==> config.mk <==
export PLATFORM = sky130hd
export DESIGN_NAME = olu_top
export DESIGN_NICKNAME = d
export VERILOG_FILES = /design/src/rtl/olu_pkg.sv /design/src/rtl/olu_dly_if.sv /design/src/rtl/olu_tick.sv /design/src/rtl/olu_delay.sv /design/src/rtl/olu_top.sv
export VERILOG_INCLUDE_DIRS = /design/src /design/src/rtl
export SDC_FILE = /design/constraint.sdc
export NUM_CORES = 1
export LEC_CHECK = 0
export ABC_AREA = 1
export BUFFER_PORTS_ARGS = -buffer_cell sky130_fd_sc_hd__buf_2
export CORE_ASPECT_RATIO = 0.9
export CORE_MARGIN = 4
export CORE_UTILIZATION = 45
export DETAILED_ROUTE_END_ITERATION = 8
export SLEW_MARGIN = 20
export SYNTH_ARGS = -nofsm -noshare
export SYNTH_HDL_FRONTEND = slang
export SYNTH_SLANG_ARGS = --single-unit
==> constraint.sdc <==
create_clock -name ref_clk_in -period 5.4 [get_ports ref_clk_in]
set_input_delay 1.08 -clock ref_clk_in [delete_from_list [all_inputs] [get_ports ref_clk_in]]
set_output_delay 1.08 -clock ref_clk_in [all_outputs]
set_load 0.01 [all_outputs]
==> src/rtl/olu_defs.svh <==
// Purpose: Constants for the output logic and delay unit.
// Assumes: 200 MHz clock; delays are held in tenths of a second.
// Notes: Register offsets are byte addresses on the APB bus.
`ifndef OLU_DEFS_SVH
`define OLU_DEFS_SVH

// ============================================================
// Register map
`define OLU_ADDR_W 8
`define OLU_REG_LOGIC 8'h00
`define OLU_REG_ROUTE 8'h04
`define OLU_REG_DLY0 8'h08
`define OLU_REG_STATUS 8'h20
`define OLU_DLY_REGS 6

// ============================================================
// Field layout
`define OLU_SEL_W 4
`define OLU_SEL_A_LSB 0
`define OLU_SEL_B_LSB 4
`define OLU_OP_LSB 8
`define OLU_TRIPM_LSB 10
`define OLU_DLY_W 10
`define OLU_NUM_FUNC 9
`define OLU_SRC_LOG 4'h9
`define OLU_NUM_OUT 3

// ============================================================
// Reset values
`define OLU_SEL_A_RST 4'h0
`define OLU_SEL_B_RST 4'h1
`define OLU_OP_RST 2'h0
`define OLU_TRIPM_RST 2'h0
`define OLU_ROUTE_RST 12'h000
`define OLU_DLY_RST 10'h000
`define OLU_DLY_MAX 10'h3E8

// ============================================================
// Timing
`define OLU_CLK_PERIOD_NS 5
`define OLU_TICK_TIME_NS 100000000
`define OLU_HOLD_TIME_DS 10
`define OLU_CNT_W 25

`endif

==> src/rtl/olu_pkg.sv <==
// Purpose: Types shared by the output logic and delay unit.
// Assumes: Nothing beyond the constants header.
// Notes: States are one-hot.
`default_nettype none
package olu_pkg;
    typedef enum logic [1:0] {
        OLU_OP_AND = 2'h0,
        OLU_OP_OR = 2'h1,
        OLU_OP_XOR = 2'h2
    } olu_op_t;
    typedef enum logic [3:0] {
        OLU_ST_OFF = 4'h1,
        OLU_ST_WAIT_ON = 4'h2,
        OLU_ST_ON = 4'h4,
        OLU_ST_WAIT_OFF = 4'h8
    } olu_dly_st_t;
endpackage
`default_nettype wire

==> src/rtl/olu_dly_if.sv <==
// Purpose: Carries one output channel between the top and its delay stage.
// Assumes: One instance per output.
// Notes: The control side drives everything but the delayed level.
`default_nettype none
`include "olu_defs.svh"
interface olu_dly_if;
    logic src;
    logic force_off;
    logic [`OLU_DLY_W-1:0] on_dly;
    logic [`OLU_DLY_W-1:0] off_dly;
    logic tick;
    logic out;
    modport ctl (output src, force_off, on_dly, off_dly, tick, input out);
    modport dly (input src, force_off, on_dly, off_dly, tick, output out);
endinterface
`default_nettype wire

==> src/rtl/olu_tick.sv <==
// Purpose: Produces a one-cycle pulse every tenth of a second.
// Assumes: TICK_CYCLES is at least two.
// Notes: Simulation may shorten TICK_CYCLES.
`default_nettype none
`include "olu_defs.svh"
module olu_tick #(
    parameter logic [`OLU_CNT_W-1:0] TICK_CYCLES = `OLU_CNT_W'(
        `OLU_TICK_TIME_NS / `OLU_CLK_PERIOD_NS)
) (
    // Clock and control
    input wire logic ref_clk_in,
    input wire logic reset_in,
    input wire logic ce_in,
    // Tick
    output logic tick_out
);
    logic [`OLU_CNT_W-1:0] cnt_q;
    wire last_w = (cnt_q == TICK_CYCLES - `OLU_CNT_W'(1));

    always_ff @(posedge ref_clk_in) begin
        if (reset_in) begin
            cnt_q <= '0;
        end else if (ce_in) begin
            cnt_q <= last_w ? '0 : cnt_q + `OLU_CNT_W'(1);
        end
    end

    assign tick_out = last_w & ce_in;
endmodule // olu_tick
`default_nettype wire

==> src/rtl/olu_delay.sv <==
// Purpose: Applies on and off delays to one output.
// Assumes: Delays count in ticks of a tenth of a second.
// Notes: The first tick of a wait may be partial, so a wait is
// accurate to within one tick.
`default_nettype none
`include "olu_defs.svh"
module olu_delay (
    // Clock and control
    input wire logic ref_clk_in,
    input wire logic reset_in,
    input wire logic ce_in,
    // Channel
    olu_dly_if.dly ch
);
    olu_pkg::olu_dly_st_t st_q, st_d;
    logic [`OLU_DLY_W-1:0] cnt_q, cnt_d;

    // A trip clear turns the target off; a nonzero off delay is
    // replaced by the fixed one-second hold.
    wire want_w = ch.src & ~ch.force_off;
    wire hold_w = ch.force_off & (ch.off_dly != `OLU_DLY_RST);
    wire [`OLU_DLY_W-1:0] offd_w = hold_w ?
        `OLU_DLY_W'(`OLU_HOLD_TIME_DS) : ch.off_dly;
    wire cnt_done_w = ch.tick &
        (cnt_q + `OLU_DLY_W'(1) >= (want_w ? ch.on_dly : offd_w));

    always_comb begin
        st_d = st_q;
        cnt_d = cnt_q;
        case (st_q)
            olu_pkg::OLU_ST_OFF: begin
                cnt_d = '0;
                if (want_w) begin
                    st_d = (ch.on_dly == `OLU_DLY_RST) ?
                        olu_pkg::OLU_ST_ON : olu_pkg::OLU_ST_WAIT_ON;
                end
            end
            olu_pkg::OLU_ST_WAIT_ON: begin
                if (!want_w) begin
                    st_d = olu_pkg::OLU_ST_OFF;
                end else if (cnt_done_w) begin
                    st_d = olu_pkg::OLU_ST_ON;
                end else if (ch.tick) begin
                    cnt_d = cnt_q + `OLU_DLY_W'(1);
                end
            end
            olu_pkg::OLU_ST_ON: begin
                cnt_d = '0;
                if (!want_w) begin
                    st_d = (offd_w == `OLU_DLY_RST) ?
                        olu_pkg::OLU_ST_OFF : olu_pkg::OLU_ST_WAIT_OFF;
                end
            end
            olu_pkg::OLU_ST_WAIT_OFF: begin
                if (want_w) begin
                    st_d = olu_pkg::OLU_ST_ON;
                end else if (cnt_done_w) begin
                    st_d = olu_pkg::OLU_ST_OFF;
                end else if (ch.tick) begin
                    cnt_d = cnt_q + `OLU_DLY_W'(1);
                end
            end
            default: begin
                st_d = olu_pkg::OLU_ST_OFF;
                cnt_d = '0;
            end
        endcase
    end

    always_ff @(posedge ref_clk_in) begin
        if (reset_in) begin
            st_q <= olu_pkg::OLU_ST_OFF;
            cnt_q <= '0;
        end else if (ce_in) begin
            st_q <= st_d;
            cnt_q <= cnt_d;
        end
    end

    assign ch.out = (st_q == olu_pkg::OLU_ST_ON) |
        (st_q == olu_pkg::OLU_ST_WAIT_OFF);
endmodule // olu_delay
`default_nettype wire

==> src/rtl/olu_top.sv <==
// Purpose: Logic output combiner, output routing, on/off delays and
// trip clear handling, configured over APB.
// Assumes: Function flags and run state are synchronous to the clock.
// Notes: APB answers with no wait states.
`default_nettype none
`include "olu_defs.svh"
module olu_top #(
    parameter logic [`OLU_CNT_W-1:0] TICK_CYCLES = `OLU_CNT_W'(
        `OLU_TICK_TIME_NS / `OLU_CLK_PERIOD_NS)
) (
    // Clock and control
    input wire logic ref_clk_in,
    input wire logic reset_in,
    input wire logic ce_in,
    // APB slave
    input wire logic psel_in,
    input wire logic penable_in,
    input wire logic pwrite_in,
    input wire logic [`OLU_ADDR_W-1:0] paddr_in,
    input wire logic [31:0] pwdata_in,
    output logic [31:0] prdata_out,
    output logic pready_out,
    output logic pslverr_out,
    // Drive state
    input wire logic [`OLU_NUM_FUNC-1:0] func_flags_in,
    input wire logic run_active_in,
    input wire logic trip_clear_input_in,
    // Outputs
    output logic [`OLU_NUM_OUT-1:0] term_out,
    output logic log_out,
    output logic motor_off_out,
    output logic trip_cancel_out,
    output logic drive_stop_out
);
    // ============================================================
    // Configuration registers
    logic [`OLU_SEL_W-1:0] sel_a_q;
    logic [`OLU_SEL_W-1:0] sel_b_q;
    logic [1:0] op_q;
    logic [1:0] tripm_q;
    logic [3*`OLU_SEL_W-1:0] route_q;
    logic [`OLU_DLY_W-1:0] dly_q [`OLU_DLY_REGS];
    logic [31:0] prdata_q;

    // ============================================================
    // APB decode
    wire setup_w = psel_in & ~penable_in;
    wire wr_w = psel_in & penable_in & pwrite_in & ce_in;
    wire hit_logic_w = (paddr_in == `OLU_REG_LOGIC);
    wire hit_route_w = (paddr_in == `OLU_REG_ROUTE);
    wire hit_stat_w = (paddr_in == `OLU_REG_STATUS);
    wire [`OLU_ADDR_W-1:0] doff_w = paddr_in - `OLU_REG_DLY0;
    wire hit_dly_w = (paddr_in >= `OLU_REG_DLY0) &
        (paddr_in < `OLU_REG_STATUS) & (paddr_in[1:0] == 2'h0);
    wire [2:0] didx_w = doff_w[4:2];
    wire cfg_hit_w = hit_logic_w | hit_route_w | hit_dly_w;
    wire mapped_w = cfg_hit_w | hit_stat_w;
    // Configuration is frozen while running so a live output never
    // sees its source or timing change under it.
    wire refuse_w = pwrite_in & (run_active_in | hit_stat_w);
    wire cfg_we_w = wr_w & cfg_hit_w & ~run_active_in;
    wire [`OLU_DLY_W-1:0] wdly_w = (pwdata_in > 32'(`OLU_DLY_MAX)) ?
        `OLU_DLY_MAX : pwdata_in[`OLU_DLY_W-1:0];

    assign pready_out = 1'b1;
    assign pslverr_out = psel_in & penable_in & (~mapped_w | refuse_w);
    assign prdata_out = prdata_q;

    // ============================================================
    // Combiner
    wire [`OLU_NUM_FUNC-1:0] fl_w = func_flags_in;
    // Codes beyond the nine functions select a constant low.
    wire in_a_w = (sel_a_q < `OLU_SEL_W'(`OLU_NUM_FUNC)) ?
        fl_w[sel_a_q] : 1'b0;
    wire in_b_w = (sel_b_q < `OLU_SEL_W'(`OLU_NUM_FUNC)) ?
        fl_w[sel_b_q] : 1'b0;
    logic log_w;
    always_comb begin
        case (olu_pkg::olu_op_t'(op_q))
            olu_pkg::OLU_OP_AND: log_w = in_a_w & in_b_w;
            olu_pkg::OLU_OP_OR: log_w = in_a_w | in_b_w;
            olu_pkg::OLU_OP_XOR: log_w = in_a_w ^ in_b_w;
            default: log_w = 1'b0;
        endcase
    end
    wire [`OLU_NUM_FUNC:0] srcs_w = {log_w, fl_w};

    // ============================================================
    // Trip clear input
    logic tc_prev_q;
    wire tc_rise_w = trip_clear_input_in & ~tc_prev_q;
    wire tc_fall_w = ~trip_clear_input_in & tc_prev_q;
    logic cancel_w;
    logic stop_w;
    logic force_w;
    always_comb begin
        case (tripm_q)
            2'h0: begin
                cancel_w = tc_rise_w;
                stop_w = tc_rise_w & run_active_in;
                force_w = trip_clear_input_in;
            end
            2'h1: begin
                cancel_w = tc_fall_w;
                stop_w = tc_fall_w & run_active_in;
                force_w = trip_clear_input_in;
            end
            2'h2: begin
                cancel_w = tc_rise_w & ~run_active_in;
                stop_w = 1'b0;
                force_w = trip_clear_input_in & ~run_active_in;
            end
            default: begin
                cancel_w = 1'b0;
                stop_w = 1'b0;
                force_w = 1'b0;
            end
        endcase
    end

    // ============================================================
    // Tick and per-output delay stages
    logic tick_w;
    olu_tick #(
        .TICK_CYCLES(TICK_CYCLES)
    ) u_tick (
        .ref_clk_in(ref_clk_in),
        .reset_in(reset_in),
        .ce_in(ce_in),
        .tick_out(tick_w)
    );

    logic [`OLU_NUM_OUT-1:0] dly_out_w;
    genvar gi;
    generate
        for (gi = 0; gi < `OLU_NUM_OUT; gi++) begin : g_out
            olu_dly_if ch ();
            wire [`OLU_SEL_W-1:0] rsel_w =
                route_q[gi*`OLU_SEL_W +: `OLU_SEL_W];
            // Route code 9 selects the combined output.
            assign ch.src = (rsel_w <= `OLU_SRC_LOG) ?
                srcs_w[rsel_w] : 1'b0;
            assign ch.force_off = force_w;
            assign ch.on_dly = dly_q[2*gi];
            assign ch.off_dly = dly_q[2*gi+1];
            assign ch.tick = tick_w;
            assign dly_out_w[gi] = ch.out;
            olu_delay u_dly (
                .ref_clk_in(ref_clk_in),
                .reset_in(reset_in),
                .ce_in(ce_in),
                .ch(ch)
            );
        end
    endgenerate

    // ============================================================
    // Status word and register read-back mux
    wire [31:0] stat_w = {26'h0, trip_clear_input_in, run_active_in,
        log_w, dly_out_w};
    wire [31:0] logic_rd_w = {20'h0, tripm_q, op_q, sel_b_q, sel_a_q};
    wire [31:0] route_rd_w = {20'h0, route_q};
    wire [31:0] dly_rd_w = {22'h0, dly_q[didx_w]};
    wire [31:0] rd_w = hit_logic_w ? logic_rd_w :
        hit_route_w ? route_rd_w :
        hit_dly_w ? dly_rd_w :
        hit_stat_w ? stat_w : 32'h0;

    // ============================================================
    // Registers
    always_ff @(posedge ref_clk_in) begin
        if (reset_in) begin
            sel_a_q <= `OLU_SEL_A_RST;
            sel_b_q <= `OLU_SEL_B_RST;
            op_q <= `OLU_OP_RST;
            tripm_q <= `OLU_TRIPM_RST;
            route_q <= `OLU_ROUTE_RST;
        end else if (cfg_we_w & hit_logic_w) begin
            sel_a_q <= pwdata_in[`OLU_SEL_A_LSB +: `OLU_SEL_W];
            sel_b_q <= pwdata_in[`OLU_SEL_B_LSB +: `OLU_SEL_W];
            op_q <= pwdata_in[`OLU_OP_LSB +: 2];
            tripm_q <= pwdata_in[`OLU_TRIPM_LSB +: 2];
        end else if (cfg_we_w & hit_route_w) begin
            route_q <= pwdata_in[3*`OLU_SEL_W-1:0];
        end
    end

    generate
        for (gi = 0; gi < `OLU_DLY_REGS; gi++) begin : g_dreg
            always_ff @(posedge ref_clk_in) begin
                if (reset_in) begin
                    dly_q[gi] <= `OLU_DLY_RST;
                end else if (cfg_we_w & hit_dly_w &
                             (didx_w == 3'(gi))) begin
                    dly_q[gi] <= wdly_w;
                end
            end
        end
    endgenerate

    always_ff @(posedge ref_clk_in) begin
        if (reset_in) begin
            prdata_q <= 32'h0;
            tc_prev_q <= 1'b0;
            term_out <= '0;
            log_out <= 1'b0;
            motor_off_out <= 1'b0;
            trip_cancel_out <= 1'b0;
            drive_stop_out <= 1'b0;
        end else if (ce_in) begin
            if (setup_w & ~pwrite_in) begin
                prdata_q <= rd_w;
            end
            tc_prev_q <= trip_clear_input_in;
            term_out <= dly_out_w;
            log_out <= log_w;
            motor_off_out <= force_w;
            trip_cancel_out <= cancel_w;
            drive_stop_out <= stop_w;
        end
    end
endmodule // olu_top
`default_nettype wire

# Word-level counts from Yosys, hierarchy flattened
# Memories as Yosys holds them, arrays and structs flattened.
# Index checks and enable logic that the tools add are counted.
[word_totals]
ramBits = 60
memories = 1
inputBits = 57
ff_bits = 131
out_inout_bits = 41
wordCells = 266
[mem_list]
columns = ["memory", "words", "word_bits", "read_ports", "rd_ports_with_merged_regs", "wr", "line", "text"]
rows = [
  ["dly_q", 6, 10, 7, 0, 6, "olu_top.sv:42", "logic [`OLU_DLY_W-1:0] dly_q [`OLU_DLY_REGS];"],
]
[classes]
bitwise = 61
n_eq_ne = 42
muxes = 99
reduce_logical = 23
magnitude_cmp = 16
n_addsub = 5
[op_table]
columns = ["cell", "count"]
rows = [
  ["10-bit two-way mux", 26],
  ["4-bit two-way mux", 21],
  ["10-bit zero test", 6],
  ["10-bit case mux with 2 select lines", 3],
  ["4-bit case mux with 4 select lines", 3],
  ["1-bit AND", 37],
  ["32-bit by 10-bit greater-than comparator with 1-bit output, second input constant", 1],
  ["10-bit by 1-bit adder with 10-bit output, second input constant", 3],
  ["10-bit >= comparator", 3],
  ["1-bit two-way mux", 30],
  ["10-bit nonzero test", 3],
  ["25-bit by 1-bit adder with 25-bit output, second input constant", 1],
  ["25-bit equality test, second input constant", 1],
  ["4-bit by 5-bit < comparator with 1-bit output, second input constant", 5],
  ["25-bit two-way mux", 1],
  ["12-bit two-way mux", 2],
  ["1-bit binary-select mux with 4-bit select", 5],
  ["1-bit bitwise OR", 15],
  ["5-bit AND reduction", 3],
  ["4-bit by 1-bit equality test with 1-bit output, second input constant", 3],
  ["4-bit by 2-bit equality test with 1-bit output, second input constant", 3],
  ["4-bit by 3-bit equality test with 1-bit output, second input constant", 3],
  ["4-bit equality test, second input constant", 3],
  ["4-bit <= comparator, second input constant", 3],
  ["other kinds (27)", 62],
]

# Longest topological paths before layout
# Gate-level depths: netlist of run 1.
[depth]
depth_word = 15
depth_mapped = 31
mapped_depth_nobuf = 30

# Cells and area by module
# A second synthesis of run 1 with hierarchy kept.
[unflattened]
hier_cells = 1622
area_unflattened_um2 = 11358.4
[by_module_without_submodules]
columns = ["mod", "instances", "area_per_inst_um2", "seq_area_each_um2", "cells_each"]
rows = [
  ["olu_top", 1, 5700.5, 2682.6, 779],
  ["olu_delay at g_out[0].u_dly ...", 2, 1365.1, 280.3, 199],
  ["olu_tick", 1, 1561.5, 500.5, 246],
  ["olu_delay at g_out[2].u_dly", 1, 1366.3, 280.3, 199],
]

# Worst setup path after synthesis of run 1
# No wires, ideal clock.
[synth_path]
path_kind = "input to register"
from = "input port func_flags_in[6]"
to = "register g_out[0].u_dly.cnt_q[7]"
path_buffers = 2
arrival_time_ns = 4.249
setup_ns = 0.113
setup_slack_ns = 1.038
t_required_ns = 5.287
stages = 26
cell_sequence = "inv_1 a21oi_1 o21ai_0 a311o_1 nand2_1 inv_1 ha_1 inv_1 nand2_1 nand3_1 nand2_1 o21ai_0 nand2_2 nand2_2 clkbuf_1 o21ai_0 ha_1 nand2_1 inv_1 a21oi_1 nand4_1 o21bai_1 nand4_1 buf_4 nor2_1 nor2_1"
[synth_via]
elab_chain_len = 15
elab_cells_between_ends = 24
classes_between = "order compare: 1; eq/ne: 2; mux: 15; bitwise: 5; reduce/logical: 1"
[synth_lines]
columns = ["element", "line", "text"]
rows = [
  ["from (decl)", "olu_top.sv:25", "input wire logic [`OLU_NUM_FUNC-1:0] func_flags_in,"],
  ["1-bit binary-select mux with 4-bit select, on equally long branches", "olu_top.sv:74, olu_top.sv:76", ""],
  ["1-bit two-way mux, on equally long branches", "olu_top.sv:74, olu_top.sv:76", ""],
  ["1-bit two-way mux, on equally long branches", "olu_top.sv:73, olu_top.sv:75", ""],
  ["1-bit XOR, or another cell as far along", "olu_top.sv:82", "olu_pkg::OLU_OP_XOR: log_w = in_a_w ^ in_b_w;"],
  ["1-bit case mux with 3 select lines", "olu_top.sv:79", "case (olu_pkg::olu_op_t'(op_q))"],
  ["1-bit binary-select mux with 4-bit select *", "olu_top.sv:142", "srcs_w[rsel_w] : 1'b0;"],
  ["1-bit two-way mux (not written as such) *", "olu_top.sv:142", ""],
  ["1-bit two-way mux *", "olu_top.sv:141", "assign ch.src = (rsel_w <= `OLU_SRC_LOG) ?"],
  ["1-bit AND *", "olu_delay.sv:20", "wire want_w = ch.src & ~ch.force_off;"],
  ["10-bit two-way mux", "olu_delay.sv:25", "(cnt_q + `OLU_DLY_W'(1) >= (want_w ? ch.on_dly : offd_w));"],
  ["10-bit >= comparator", "olu_delay.sv:25", ""],
  ["1-bit AND", "olu_delay.sv:24", "wire cnt_done_w = ch.tick &"],
  ["10-bit two-way mux", "--", ""],
  ["10-bit two-way mux, on equally long branches", "--", ""],
  ["10-bit case mux with 2 select lines", "--", ""],
  ["to (signal assigned)", "olu_delay.sv:76", "cnt_q <= cnt_d;"],
  ["to (decl)", "olu_delay.sv:16", "logic [`OLU_DLY_W-1:0] cnt_q, cnt_d;"],
]
# Every way passes the cells marked *; elsewhere a longest branch is shown, timed or not. The select of a mux whose other input is x is not followed.
# A chain may end at the register's enable or synchronous reset.

# Worst setup path after layout of run 1
# Ends and elaborated chain as after synthesis.

==> results of run 1 <==
## logic make-up (layout without fill, tap and decap cells)
kind of cell | after synthesis | in the layout | share of synthesized area (%)
xor gates and xnor gates | 19 | 19 | 1.487
adders and majority gates | 37 | 37 | 4.137
DFF | 171 | 171 | 35.96
other | 2 | 21 | 0.06711
and+or+nand+nor | 845 | 845 | 33.40
buffers and inverters | 321 | 370 | 11.84
AOI/OAI and AO/OA | 253 | 253 | 13.11
## layer usage
metal | up-vias | global-route usage, %
met1 | 4919 | 32.76
met2 | 385 | 36.60
li1 | 5451 | -
met4 | 0 | 4.862
met3 | 31 | 4.226
met5 | - | 0
## sequential cells by signal, summed over array words and instances (netlist names), 2 cells and up
name,count
route_q,12
sel_a_q,4
op_q,2
g_out.u_dly.cnt_q,30
dly_q,60
u_tick.cnt_q,25
prdata_out,12
sel_b_q,4
g_out.u_dly.st_q,12
tripm_q,2
term_out,3
## cell usage in the layout, fill, tap and decap left out, types with 37 or more instances in the layout
master	instances
ha_1	37
edfxtp_1	60
nand3_1	89
inv_1	242
a21oi_1	77
buf_2	76
nand2_1	344
nor2_1	272
nand4_1	49
o21ai_0	101
dfxtp_1	111
## critical path: stages
cell,delay [ns]
buf_2,0.11
inv_1,0.06
a21oi_1,0.13
o21ai_0,0.10
a311o_1,0.36
nand2_1,0.08
inv_1,0.05
ha_1,0.27
inv_1,0.06
nand2_1,0.04
nand3_1,0.12
nand2_1,0.09
o21ai_0,0.20
nand2_2,0.16
nand2_2,0.34
o21ai_0,0.22
o21ai_0,0.15
ha_1,0.29
nand2_1,0.07
nand2_1,0.04
a21oi_1,0.13
nand4_1,0.20
o21bai_1,0.18
nand4_1,0.11
buf_4,0.23
nand2_1,0.08
nand2_1,0.04
nor2_1,0.10
## area by class of cell
cell class | count | area (sq um)
inverters | 255 | 957.2
clock inverters | 14 | 156.4
multi-input cells | 1175 | 5913
clock buffers | 18 | 450.4
fillers | 2490 | 12040
flip-flops and latches | 171 | 4024
well taps | 336 | 420.4
repair buffers | 83 | 432.9
## cells in the mapped netlist (21+ instances only)
| library cell | instances | area (sq um) |
|---|---|---|
| ha_1 | 37 | 462.9 |
| nand4_1 | 49 | 306.5 |
| buf_4 | 25 | 187.7 |
| nor3_1 | 21 | 105.1 |
| nor2_1 | 272 | 1021 |
| nand3_1 | 89 | 445.4 |
| o21ai_0 | 101 | 505.5 |
| dfxtp_1 | 111 | 2222 |
| nand2_1 | 344 | 1291 |
| buf_2 | 21 | 105.1 |
| a211oi_1 | 28 | 210.2 |
| a21oi_1 | 77 | 385.4 |
| edfxtp_1 | 60 | 1802 |
| inv_1 | 243 | 912.1 |
## power by group
group / internal (mW) / leakage [nW] / switching (mW) / total, mW
Clock: 0.718 / 0.297 / 0.573 / 1.29
Sequential: 1.41 / 1.47 / 0.0711 / 1.48
Combinational: 0.203 / 3.95 / 0.396 / 0.598
Total: 2.33 / 5.72 / 1.04 / 3.37
## path summary, 6_finish.rpt
path	start	endpoint	slack [ns]	cells past startpoint
max	func_flags_in[6]	g_out[0].u_dly.cnt_q[7]	0.66	28
min reg2reg	u_tick.cnt_q[21]	u_tick.cnt_q[21]	0.49	2
min	u_tick.cnt_q[21]	u_tick.cnt_q[21]	0.49	2
max reg2reg	sel_a_q[0]	g_out[0].u_dly.cnt_q[7]	0.86	27
## metrics by stage
step | instances | power [mW] | hold WS (ns) | area, sq um
6_report | 2052 | 3.366 | 0.4886 | 12350
4_1_cts | 2052 | 3.388 | 0.4914 | 12350
2_1_floorplan | 1667 | 1.943 | 0.4587 | 11260
5_1_grt | 2052 | 3.549 | 0.5160 | 12350
3_5_place_dp | 2020 | 2.098 | 0.4664 | 11750
3_3_place_gp | 2020 | 2.087 | 0.4620 | 11750
==> run summary, run 1 <==
SETUP PATH
----------------------------------------------------------------------------------
Launching element type of the critical path                           primary input
Sort of element at the end of the critical path                           register
Critical Setup Path Class                                             primary input to register
CP Max Fanout                                                                   26
CP required                                                                5.78 ns
Signal arrival time at the worst endpoint                                  5.12 ns

FLOORPLANNING
----------------------------------------------------------------------------------
Total die area                                                         27460 sq um
Floorplan die height                                                  157.6 microns
Effective utilization at floorplan                                          45.88%
Die Width                                                             174.2 microns
Floorplan row count                                                             54
I/O pin total                                                                   98
Area inside the core boundary                                          24390 sq um

LOGIC SYNTHESIS
----------------------------------------------------------------------------------
Avg Cell Area, Syn                                                     6.790 sq um
Most used flip-flop cell after synthesis                                   dfxtp_1
Cell area after synthesis                                              11190 sq um
Async set-reset flop share out of synthesis                                     0%
Post-synthesis cell type count                                                  54
Number of synthesized register bits                                            171
Post-Syn Instances                                                            1648
Count of synthesis-stage warnings from yosys                                     0
Sequential share of the synthesized area                                    35.96%
Number of flops mapped to enable cells by yosys                                 60

STA
----------------------------------------------------------------------------------
Accumulated negative setup slack                                              0 ns
Slew Limit Fails                                                                 0
Rel. slew slack                                                             25.90%
# setup viols final                                                              0
Post-route fraction of the period consumed by the critical path             87.77%
Slew @ Worst Pin                                                          1.104 ns
Maximum clock skew at final layout                                      0.01591 ns
Timing-limited maximum frequency                                        0.2110 GHz
RSZ-0062 raised after global routing                                            no
Final Hold Vio Count                                                             0
Final critical path time including I/O delays and setup                   4.739 ns
Worst-case setup margin in the final layout                              0.6607 ns

ROUTE
----------------------------------------------------------------------------------
# DRC                                                                            0
Met1 wire length                                                      14950 microns
Detailed-route wire length per cell                                   15.50 microns
DRT iter0 DRCs                                                                 949
Drt first pass iters                                                             6
Routed via count divided by cell count                                       5.256
Remaining number of nets flagged by the antenna check after routing              0
Routed length on met2                                                 14180 microns
Post-detailed-routing wire length                                     31800 microns
Vias after detailed routing                                                  10790
Routed met3 length                                                    2271 microns
Uppermost layer routed                                                        met4

FINAL LAYOUT
----------------------------------------------------------------------------------
Nets@finish                                                                   1797
Final standard cell utilization of the core                                 50.65%
Ratio of cells with drive above 1 in the final layout                       10.31%
Layout-stage area growth over the synthesis result                          10.40%
Diodes inserted                                                                  0

PLACEMENT
----------------------------------------------------------------------------------
Routability cong.                                                           0.9409
Port bufs                                                                       76
Post-DP HPWL                                                          24230 microns
Setup Slack @ Placement                                                  0.2714 ns

POWER AND IR DROP
----------------------------------------------------------------------------------
Leakage component of the power                                            5.722 nW
Worst voltage drop across the vdd grid                                   0.2078 mV
Power density relative to cell area                                   272.5 nW/um^2

GLOBAL ROUTING
----------------------------------------------------------------------------------
Leftover overflow at the end of global routing                                   0
Initial antenna violation count                                                  0
Vias in the first global route                                                9743
Wire length of the first global-routing pass                          50720 microns
Pin count of the biggest net entering global routing                            39
Overall global routing resource usage                                       22.93%

CLOCK NETWORK
----------------------------------------------------------------------------------
Clock Sinks                                                                    171
Clk pin slew, worst setup/hold paths                                       0.07 ns
Root Buffer Master                                                       clkbuf_16
CTS Hold Buffers Added                                                           0
Post-CTS sizing                                                                  0
Number of clock buffers inserted by TritonCTS                                   17
Source-to-sink clock delay at the later pin of the worst-skew pair         0.45 ns
Number of levels the H-tree was split into                                       4
CTS tree                                                                       yes
Post-CTS Repair Setup Buffers                                                    0
Maximum number of buffers from clock root to sink                                2

RUN STATUS
----------------------------------------------------------------------------------
Outcome                                                               finished clean

WORST HOLD PATH
----------------------------------------------------------------------------------
Hold Crit Class                                                       register to register

FLOW RUN
----------------------------------------------------------------------------------
Max-cap viol count                                                               0

Note: power is estimated with default switching activity, not from simulation.
==> run 2, diff against run 1 <==
--- a/config.mk
+++ b/config.mk
@@ -8,7 +8,7 @@
 export LEC_CHECK = 0
 export ABC_AREA = 1
 export BUFFER_PORTS_ARGS = -buffer_cell sky130_fd_sc_hd__buf_2
-export CORE_ASPECT_RATIO = 0.9
+export CORE_ASPECT_RATIO = 0.8
 export CORE_MARGIN = 4
 export CORE_UTILIZATION = 45
 export DETAILED_ROUTE_END_ITERATION = 8
==> run 2 against run 1 <==
Cell area hardly changed; first-iteration DRC count is 0.63% lower; die area hardly changed; final cell count is 0.88% lower; non-clock buffer count stayed put; utilization hardly changed; combinational power hardly changed; sequential power hardly changed; critical endpoint is now g_out[1].u_dly.cnt_q[8]; largest cell class unchanged.
==> run summary, run 2 (synthesis results as in run 1) <==
STA
----------------------------------------------------------------------------------
# setup viols final                                                              0   unchanged
Slew @ Worst Pin                                                         0.9677 ns   was 1.104 ns
Rel. slew slack                                                             35.05%   was 25.90%
Slew Limit Fails                                                                 0   unchanged
Final critical path time including I/O delays and setup                   4.642 ns   was 4.739 ns
RSZ-0062 raised after global routing                                            no   unchanged
Accumulated negative setup slack                                              0 ns   unchanged
Final Hold Vio Count                                                             0   unchanged
Post-route fraction of the period consumed by the critical path             85.96%   was 87.77%
Timing-limited maximum frequency                                        0.2154 GHz   was 0.2110 GHz
Maximum clock skew at final layout                                     0.007358 ns   was 0.01591 ns

FLOORPLANNING
----------------------------------------------------------------------------------
Area inside the core boundary                                          24380 sq um   was 24390 sq um
Floorplan row count                                                             51   was 54
Total die area                                                         27470 sq um   was 27460 sq um
I/O pin total                                                                   98   unchanged
Floorplan die height                                                  149.1 microns   was 157.6 microns
Die Width                                                             184.3 microns   was 174.2 microns
Effective utilization at floorplan                                          45.91%   was 45.88%

FINAL LAYOUT
----------------------------------------------------------------------------------
Register bank with the most flops                                            dly_q   unchanged
Diodes inserted                                                                  0   unchanged
Largest registers                                                     dly_q: 60 flops, g_out.u_dly.cnt_q: 30 flops, u_tick.cnt_q: 25 flops   unchanged
Commonest cells after routing, fill and taps aside                    nand2_1, nor2_1, inv_1, dfxtp_1, o21ai_0   unchanged
Nets@finish                                                                   1797   unchanged
Layout-stage area growth over the synthesis result                          10.42%   was 10.40%
Count of non-filler cells in the finished layout                              2034   was 2052
Ratio of cells with drive above 1 in the final layout                       10.31%   unchanged
Flip-flop count of the largest register after layout                            60   unchanged
Most common cell after layout, fill and taps aside                         nand2_1   unchanged

WORST HOLD PATH
----------------------------------------------------------------------------------
Hold Crit Class                                                       register to register   unchanged
Hold wc startpoint                                                    g_out[2].u_dly.cnt_q[9]   was u_tick.cnt_q[21]
Count of cells along the worst hold path                                         2   unchanged
Hold worst-path end                                                   g_out[2].u_dly.cnt_q[9]   was u_tick.cnt_q[21]

CLOCK NETWORK
----------------------------------------------------------------------------------
Post-CTS Repair Setup Buffers                                                    0   unchanged
Post-CTS sizing                                                                  0   unchanged
CTS tree                                                                       yes   unchanged
CTS Hold Buffers Added                                                           0   unchanged
Number of clock buffers inserted by TritonCTS                                   17   unchanged
Source-to-sink clock delay at the later pin of the worst-skew pair         0.44 ns   was 0.45 ns
Maximum number of buffers from clock root to sink                                2   unchanged
Clk pin slew, worst setup/hold paths                                       0.07 ns   about the same
Clock Sinks                                                                    171   unchanged
Root Buffer Master                                                       clkbuf_16   unchanged
Number of levels the H-tree was split into                                       4   unchanged

ROUTE
----------------------------------------------------------------------------------
Detailed-route wire length per cell                                   16.14 microns   was 15.50 microns
DRT iter0 DRCs                                                                 943   was 949
Post-detailed-routing wire length                                     32820 microns   was 31800 microns
Vias after detailed routing                                                  10920   was 10790
Remaining number of nets flagged by the antenna check after routing              0   unchanged
# DRC                                                                            0   unchanged
Drt first pass iters                                                             5   was 6
Routed via count divided by cell count                                       5.369   was 5.256

SETUP PATH
----------------------------------------------------------------------------------
Critical Setup Path Class                                             primary input to register   unchanged
Worst r2r path cells                                                            23   was 27
Reg-to-reg startpoint                                                   sel_a_q[0]   unchanged
Reg-to-reg slack, setup                                                    1.00 ns   was 0.86 ns
Signal arrival time at the worst endpoint                                  4.98 ns   was 5.12 ns
Worst path bufs/invs                                                             4   was 5
Most common cell type on the critical path                                 nand2_1   unchanged
CP required                                                                5.73 ns   was 5.78 ns
CP max stage delay                                                         0.46 ns   was 0.36 ns
Critical R2R Capture                                                  g_out[1].u_dly.cnt_q[8]   was g_out[0].u_dly.cnt_q[7]
CP Max Fanout                                                                   25   was 26
Launching element type of the critical path                           primary input   unchanged
CP max-delay cell                                                          o21ai_2   was a311o_1
Sequence of cells on the critical path                                buf_2 > inv_1 > a21oi_1 > o21ai_0 > a311o_1 > nand2_1 > inv_1 > ha_1 > inv_1 > nand2_1 > nand3_1 > nand3_1 > nand2_1 > nand2_1 > nand3_2 > o21ai_0 > ha_1 > a21o_1 > nor2_1 > nand4_1 > o21ai_2 > nand4_1 > nand2_1 > nor2_1
Top cell family by delay on the critical path                         compound AO/OA/AOI/OAI gates   was simple AND/OR/NAND/NOR gates
Sort of element at the end of the critical path                           register   unchanged

GLOBAL ROUTING
----------------------------------------------------------------------------------
Initial antenna violation count                                                  0   unchanged
Wire length of the first global-routing pass                          51470 microns   was 50720 microns
Pin count of the biggest net entering global routing                            39   unchanged
Vias in the first global route                                                9766   was 9743
Overall global routing resource usage                                       23.74%   was 22.93%
Leftover overflow at the end of global routing                                   0   unchanged

PLACEMENT
----------------------------------------------------------------------------------
Cell Count Post-Placement                                                     2002   was 2020
Port bufs                                                                       76   unchanged
Routability cong.                                                            1.006   was 0.9409
Post-DP HPWL                                                          25170 microns   was 24230 microns

POWER AND IR DROP
----------------------------------------------------------------------------------
Worst voltage drop across the vdd grid                                   0.2487 mV   was 0.2078 mV
Power density relative to cell area                                   276.6 nW/um^2   was 272.5 nW/um^2
Leakage component of the power                                            5.743 nW   was 5.722 nW
Total Power Consumption                                                   3.418 mW   was 3.366 mW

RUN STATUS
----------------------------------------------------------------------------------
Outcome                                                               finished clean   unchanged

FLOW RUN
----------------------------------------------------------------------------------
Max-cap viol count                                                               0   unchanged

==> run 2: cell types whose count changed in the layout (fill, tap and decap cells not counted), sizes merged <==
cell / delta
clkinv: -2
bufinv: +1
clkbuf: +1
clkinvlp: -1
inv: +1
==> run 2: worst max path at each step <==
stage,startpoint,to,slack (ns),depth (start not counted)
6_report,func_flags_in[6],g_out[1].u_dly.cnt_q[8],0.76,24
5_1_grt,func_flags_in[1],g_out[1].u_dly.cnt_q[8],0.31,28
4_1_cts,func_flags_in[6],g_out[1].u_dly.cnt_q[8],0.77,24
3_5_place_dp,func_flags_in[6],g_out[1].u_dly.cnt_q[8],0.31,24
3_3_place_gp,func_flags_in[6],g_out[1].u_dly.cnt_q[9],0.46,28
2_1_floorplan,func_flags_in[6],g_out[0].u_dly.cnt_q[7],1.04,26
==> run 2: power by group <==
group | switching [mW] | internal, mW | total, mW
clock network | 0.555 | 0.786 | 1.34
registers | 0.0721 | 1.41 | 1.48
logic | 0.397 | 0.202 | 0.599
==> run 2: routing by layer <==
layer  global-route usage [%]  vias up  share of wire [%]  routed length, microns
li1                         -     5449                  -                       -
met1                    35.58     5050                 47                   15580
met2                    35.30      391                 43                   14150
met3                    4.461       31                8.0                    2614
met4                    5.802        0                1.4                     475
met5                        0        -                  0                       0
==> run 2: worst reg2reg max path: cells and delay by family, from the launching register on <==
kind	cells	cell delay, ns
compound gates	6	1.57
simple gates	12	1.50
fa+ha+maj	2	0.58
flops	1	0.44
buf+inv	3	0.22
==> run 2: cell type report <==
cell class	count	area [sq um]
Fill cell	2506	12020
Multi-Input combinational cell	1175	5913
Sequential cell	171	4024
Inverter	255	957.2
Clock buffer	19	475.5
Timing Repair Buffer	83	432.9
Tap cell	318	397.9
Clock inverter	13	156.4
==> run 2: through the flow <==
stage	setup WS (ns)	cell area [sq um]	utilization, %	hold slack [ns]
CTS	0.7654	12360	50.69	0.5001
detailed placement	0.3096	11730	48.10	0.4776
global route	0.3096	12360	50.69	0.5252
floorplan	1.038	11260	-	0.4587
global placement	0.4551	11730	48.10	0.4600
finish	0.7579	12360	50.69	0.4951
==> run 3, diff against run 2 <==
--- a/config.mk
+++ b/config.mk
@@ -9,7 +9,7 @@
 export ABC_AREA = 1
 export BUFFER_PORTS_ARGS = -buffer_cell sky130_fd_sc_hd__buf_2
 export CORE_ASPECT_RATIO = 0.8
-export CORE_MARGIN = 4
+export CORE_MARGIN = 2
 export CORE_UTILIZATION = 45
 export DETAILED_ROUTE_END_ITERATION = 8
 export SLEW_MARGIN = 20
==> run 3 against run 2 <==
Clock-buffer cell count rose by 8; via count fell by 0.48%; global-route usage rose by 1.1 points; largest cell class unchanged; largest power group unchanged.
==> run summary, run 3 (synthesis results as in run 1) <==
STA
----------------------------------------------------------------------------------
Final critical path time including I/O delays and setup                   4.716 ns   was 4.642 ns
RSZ-0062 raised after global routing                                            no   unchanged
Accumulated negative setup slack                                              0 ns   unchanged
Final Hold Vio Count                                                             0   unchanged
Timing-limited maximum frequency                                        0.2121 GHz   was 0.2154 GHz
Maximum clock skew at final layout                                     0.009031 ns   was 0.007358 ns
Post-route fraction of the period consumed by the critical path             87.32%   was 85.96%
Worst hold margin                                                        0.4784 ns   was 0.4951 ns
Slew @ Worst Pin                                                         0.9939 ns   was 0.9677 ns
# setup viols final                                                              0   unchanged
Rel. slew slack                                                             33.30%   was 35.05%
Slew Limit Fails                                                                 0   unchanged

FINAL LAYOUT
----------------------------------------------------------------------------------
Register bank with the most flops                                            dly_q   unchanged
Largest registers                                                     dly_q: 60 flops, g_out.u_dly.cnt_q: 30 flops, u_tick.cnt_q: 25 flops   unchanged
Diodes inserted                                                                  0   unchanged
Commonest cells after routing, fill and taps aside                    nand2_1, nor2_1, inv_1, dfxtp_1, o21ai_0   unchanged
Nets@finish                                                                   1796   was 1797
Count of non-filler cells in the finished layout                              2033   was 2034
Fill cell total of the finished layout                                        2482   was 2506
Area used by multi-input combinational logic                            5913 sq um   unchanged
Ratio of cells with drive above 1 in the final layout                       10.03%   was 10.31%
Layout-stage area growth over the synthesis result                          9.939%   was 10.42%
Most common cell after layout, fill and taps aside                         nand2_1   unchanged
Flip-flop count of the largest register after layout                            60   unchanged
Area occupied by registers                                              4024 sq um   unchanged

GLOBAL ROUTING
----------------------------------------------------------------------------------
Initial antenna violation count                                                  0   unchanged
Wire length of the first global-routing pass                          51670 microns   was 51470 microns
Vias in the first global route                                                9581   was 9766
Overall global routing resource usage                                       24.80%   was 23.74%
Pin count of the biggest net entering global routing                            45   was 39
Leftover overflow at the end of global routing                                   0   unchanged

CLOCK NETWORK
----------------------------------------------------------------------------------
Post-CTS Repair Setup Buffers                                                    0   unchanged
Root Buffer Master                                                       clkbuf_16   unchanged
Maximum number of buffers from clock root to sink                                2   unchanged
Source-to-sink clock delay at the later pin of the worst-skew pair         0.43 ns   was 0.44 ns
Number of clock buffers inserted by TritonCTS                                   17   unchanged
Post-CTS sizing                                                                  0   unchanged
Clk pin slew, worst setup/hold paths                                       0.07 ns   about the same
CTS tree                                                                       yes   unchanged
CTS Hold Buffers Added                                                           0   unchanged
Number of levels the H-tree was split into                                       4   unchanged
Clock Sinks                                                                    171   unchanged

SETUP PATH
----------------------------------------------------------------------------------
CP max-delay cell                                                          a311o_1   was o21ai_2
CP max stage delay                                                         0.36 ns   was 0.46 ns
CP Max Fanout                                                                   26   was 25
CP required                                                                5.77 ns   was 5.73 ns
Sort of element at the end of the critical path                           register   unchanged
Worst path bufs/invs                                                             6   was 4
Most common cell type on the critical path                                 nand2_1   unchanged
Top cell family by delay on the critical path                         simple AND/OR/NAND/NOR gates   was compound AO/OA/AOI/OAI gates
Signal arrival time at the worst endpoint                                  5.08 ns   was 4.98 ns
Critical Setup Path Class                                             primary input to register   unchanged
Launching element type of the critical path                           primary input   unchanged

WORST HOLD PATH
----------------------------------------------------------------------------------
Hold Crit Class                                                       register to register   unchanged

ROUTE
----------------------------------------------------------------------------------
Routed via count divided by cell count                                       5.346   was 5.369
Drt first pass iters                                                             5   unchanged
# DRC                                                                            0   unchanged
DRT iter0 DRCs                                                                 977   was 943
Post-detailed-routing wire length                                     32480 microns   was 32820 microns
Vias after detailed routing                                                  10870   was 10920
Detailed-route wire length per cell                                   15.97 microns   was 16.14 microns
Remaining number of nets flagged by the antenna check after routing              0   unchanged

PLACEMENT
----------------------------------------------------------------------------------
Routability cong.                                                           0.8932   was 1.006
Port bufs                                                                       76   unchanged
Cell Count Post-Placement                                                     2001   was 2002
Post-DP HPWL                                                          24430 microns   was 25170 microns

FLOORPLANNING
----------------------------------------------------------------------------------
Floorplan die height                                                  145.1 microns   was 149.1 microns
Area inside the core boundary                                          24380 sq um   unchanged
Total die area                                                         26150 sq um   was 27470 sq um
Effective utilization at floorplan                                          45.91%   unchanged
Floorplan row count                                                             51   unchanged
Die Width                                                             180.3 microns   was 184.3 microns
I/O pin total                                                                   98   unchanged

FLOW RUN
----------------------------------------------------------------------------------
Max-cap viol count                                                               0   unchanged

POWER AND IR DROP
----------------------------------------------------------------------------------
Worst voltage drop across the vdd grid                                   0.2516 mV   was 0.2487 mV
Leakage component of the power                                            5.704 nW   was 5.743 nW
Total Power Consumption                                                   3.321 mW   was 3.418 mW
Power density relative to cell area                                   269.9 nW/um^2   was 276.6 nW/um^2

RUN STATUS
----------------------------------------------------------------------------------
Outcome                                                               finished clean   unchanged

-- run 3: cell types whose count changed in the layout (fill, tap and decap cells not counted) --
| cell | change |
|---|---|
| clkbuf_8 | +2 |
| clkinv_2 | -1 |
| inv_6 | -2 |
| inv_4 | -4 |
| o21ai_1 | -1 |
| buf_4 | -1 |
| clkbuf_4 | +1 |
| o21ai_0 | +1 |
| clkinvlp_4 | +2 |
| clkbuf_2 | +1 |
| clkbuf_1 | +4 |
| bufinv_16 | -2 |
| clkinv_4 | -1 |
-- run 3: path summary, 6_finish.rpt --
check        cells past startpoint                       to        startpoint  slack (ns)
max                             28  g_out[0].u_dly.cnt_q[1]  func_flags_in[6]        0.68
min                              2              term_out[0]       term_out[0]        0.48
max reg2reg                     27  g_out[0].u_dly.cnt_q[1]        sel_a_q[0]        0.88
min reg2reg                      2              term_out[0]       term_out[0]        0.48
-- run 3: metal layers --
metal | track usage (%) | part of all wire, %
met5 | 0 | 0
met4 | 6.129 | 1.5
met3 | 4.644 | 8.0
met2 | 36.32 | 43
met1 | 37.36 | 48
-- run 3: worst reg2reg max path, delay by kind of cell (launching register included) --
kind	cells	cell delay [ns]
compound gates	8	1.37
flops	1	0.47
simple gates	12	1.51
fa+ha+maj	2	0.56
buf+inv	5	0.54
-- run 3: per-stage QoR --
stage               setup WS [ns]  cell area, sq um  utilization [%]
global placement           0.3553             11720            48.07
finish                     0.6845             12300            50.47
global route               0.2709             12300            50.47
detailed placement         0.3378             11720            48.07
CTS                        0.7308             12300            50.47
floorplan                   1.038             11260                -
-- run 3: power by group --
part	total, mW	switching, mW	internal (mW)
combinational	0.602	0.400	0.202
clock	1.24	0.516	0.722
sequential	1.48	0.0750	1.41
total	3.32	0.991	2.33
-- run 3: final cells by class --
| class | count | share of cell area (%) |
|---|---|---|
| multi-input cells | 1175 | 48.06 |
| inverters | 255 | 7.780 |
| clock inverters | 5 | 0.4475 |
| well taps | 318 | 3.234 |
| repair buffers | 82 | 3.458 |
| clock buffers | 27 | 4.312 |
| flip-flops and latches | 171 | 32.71 |
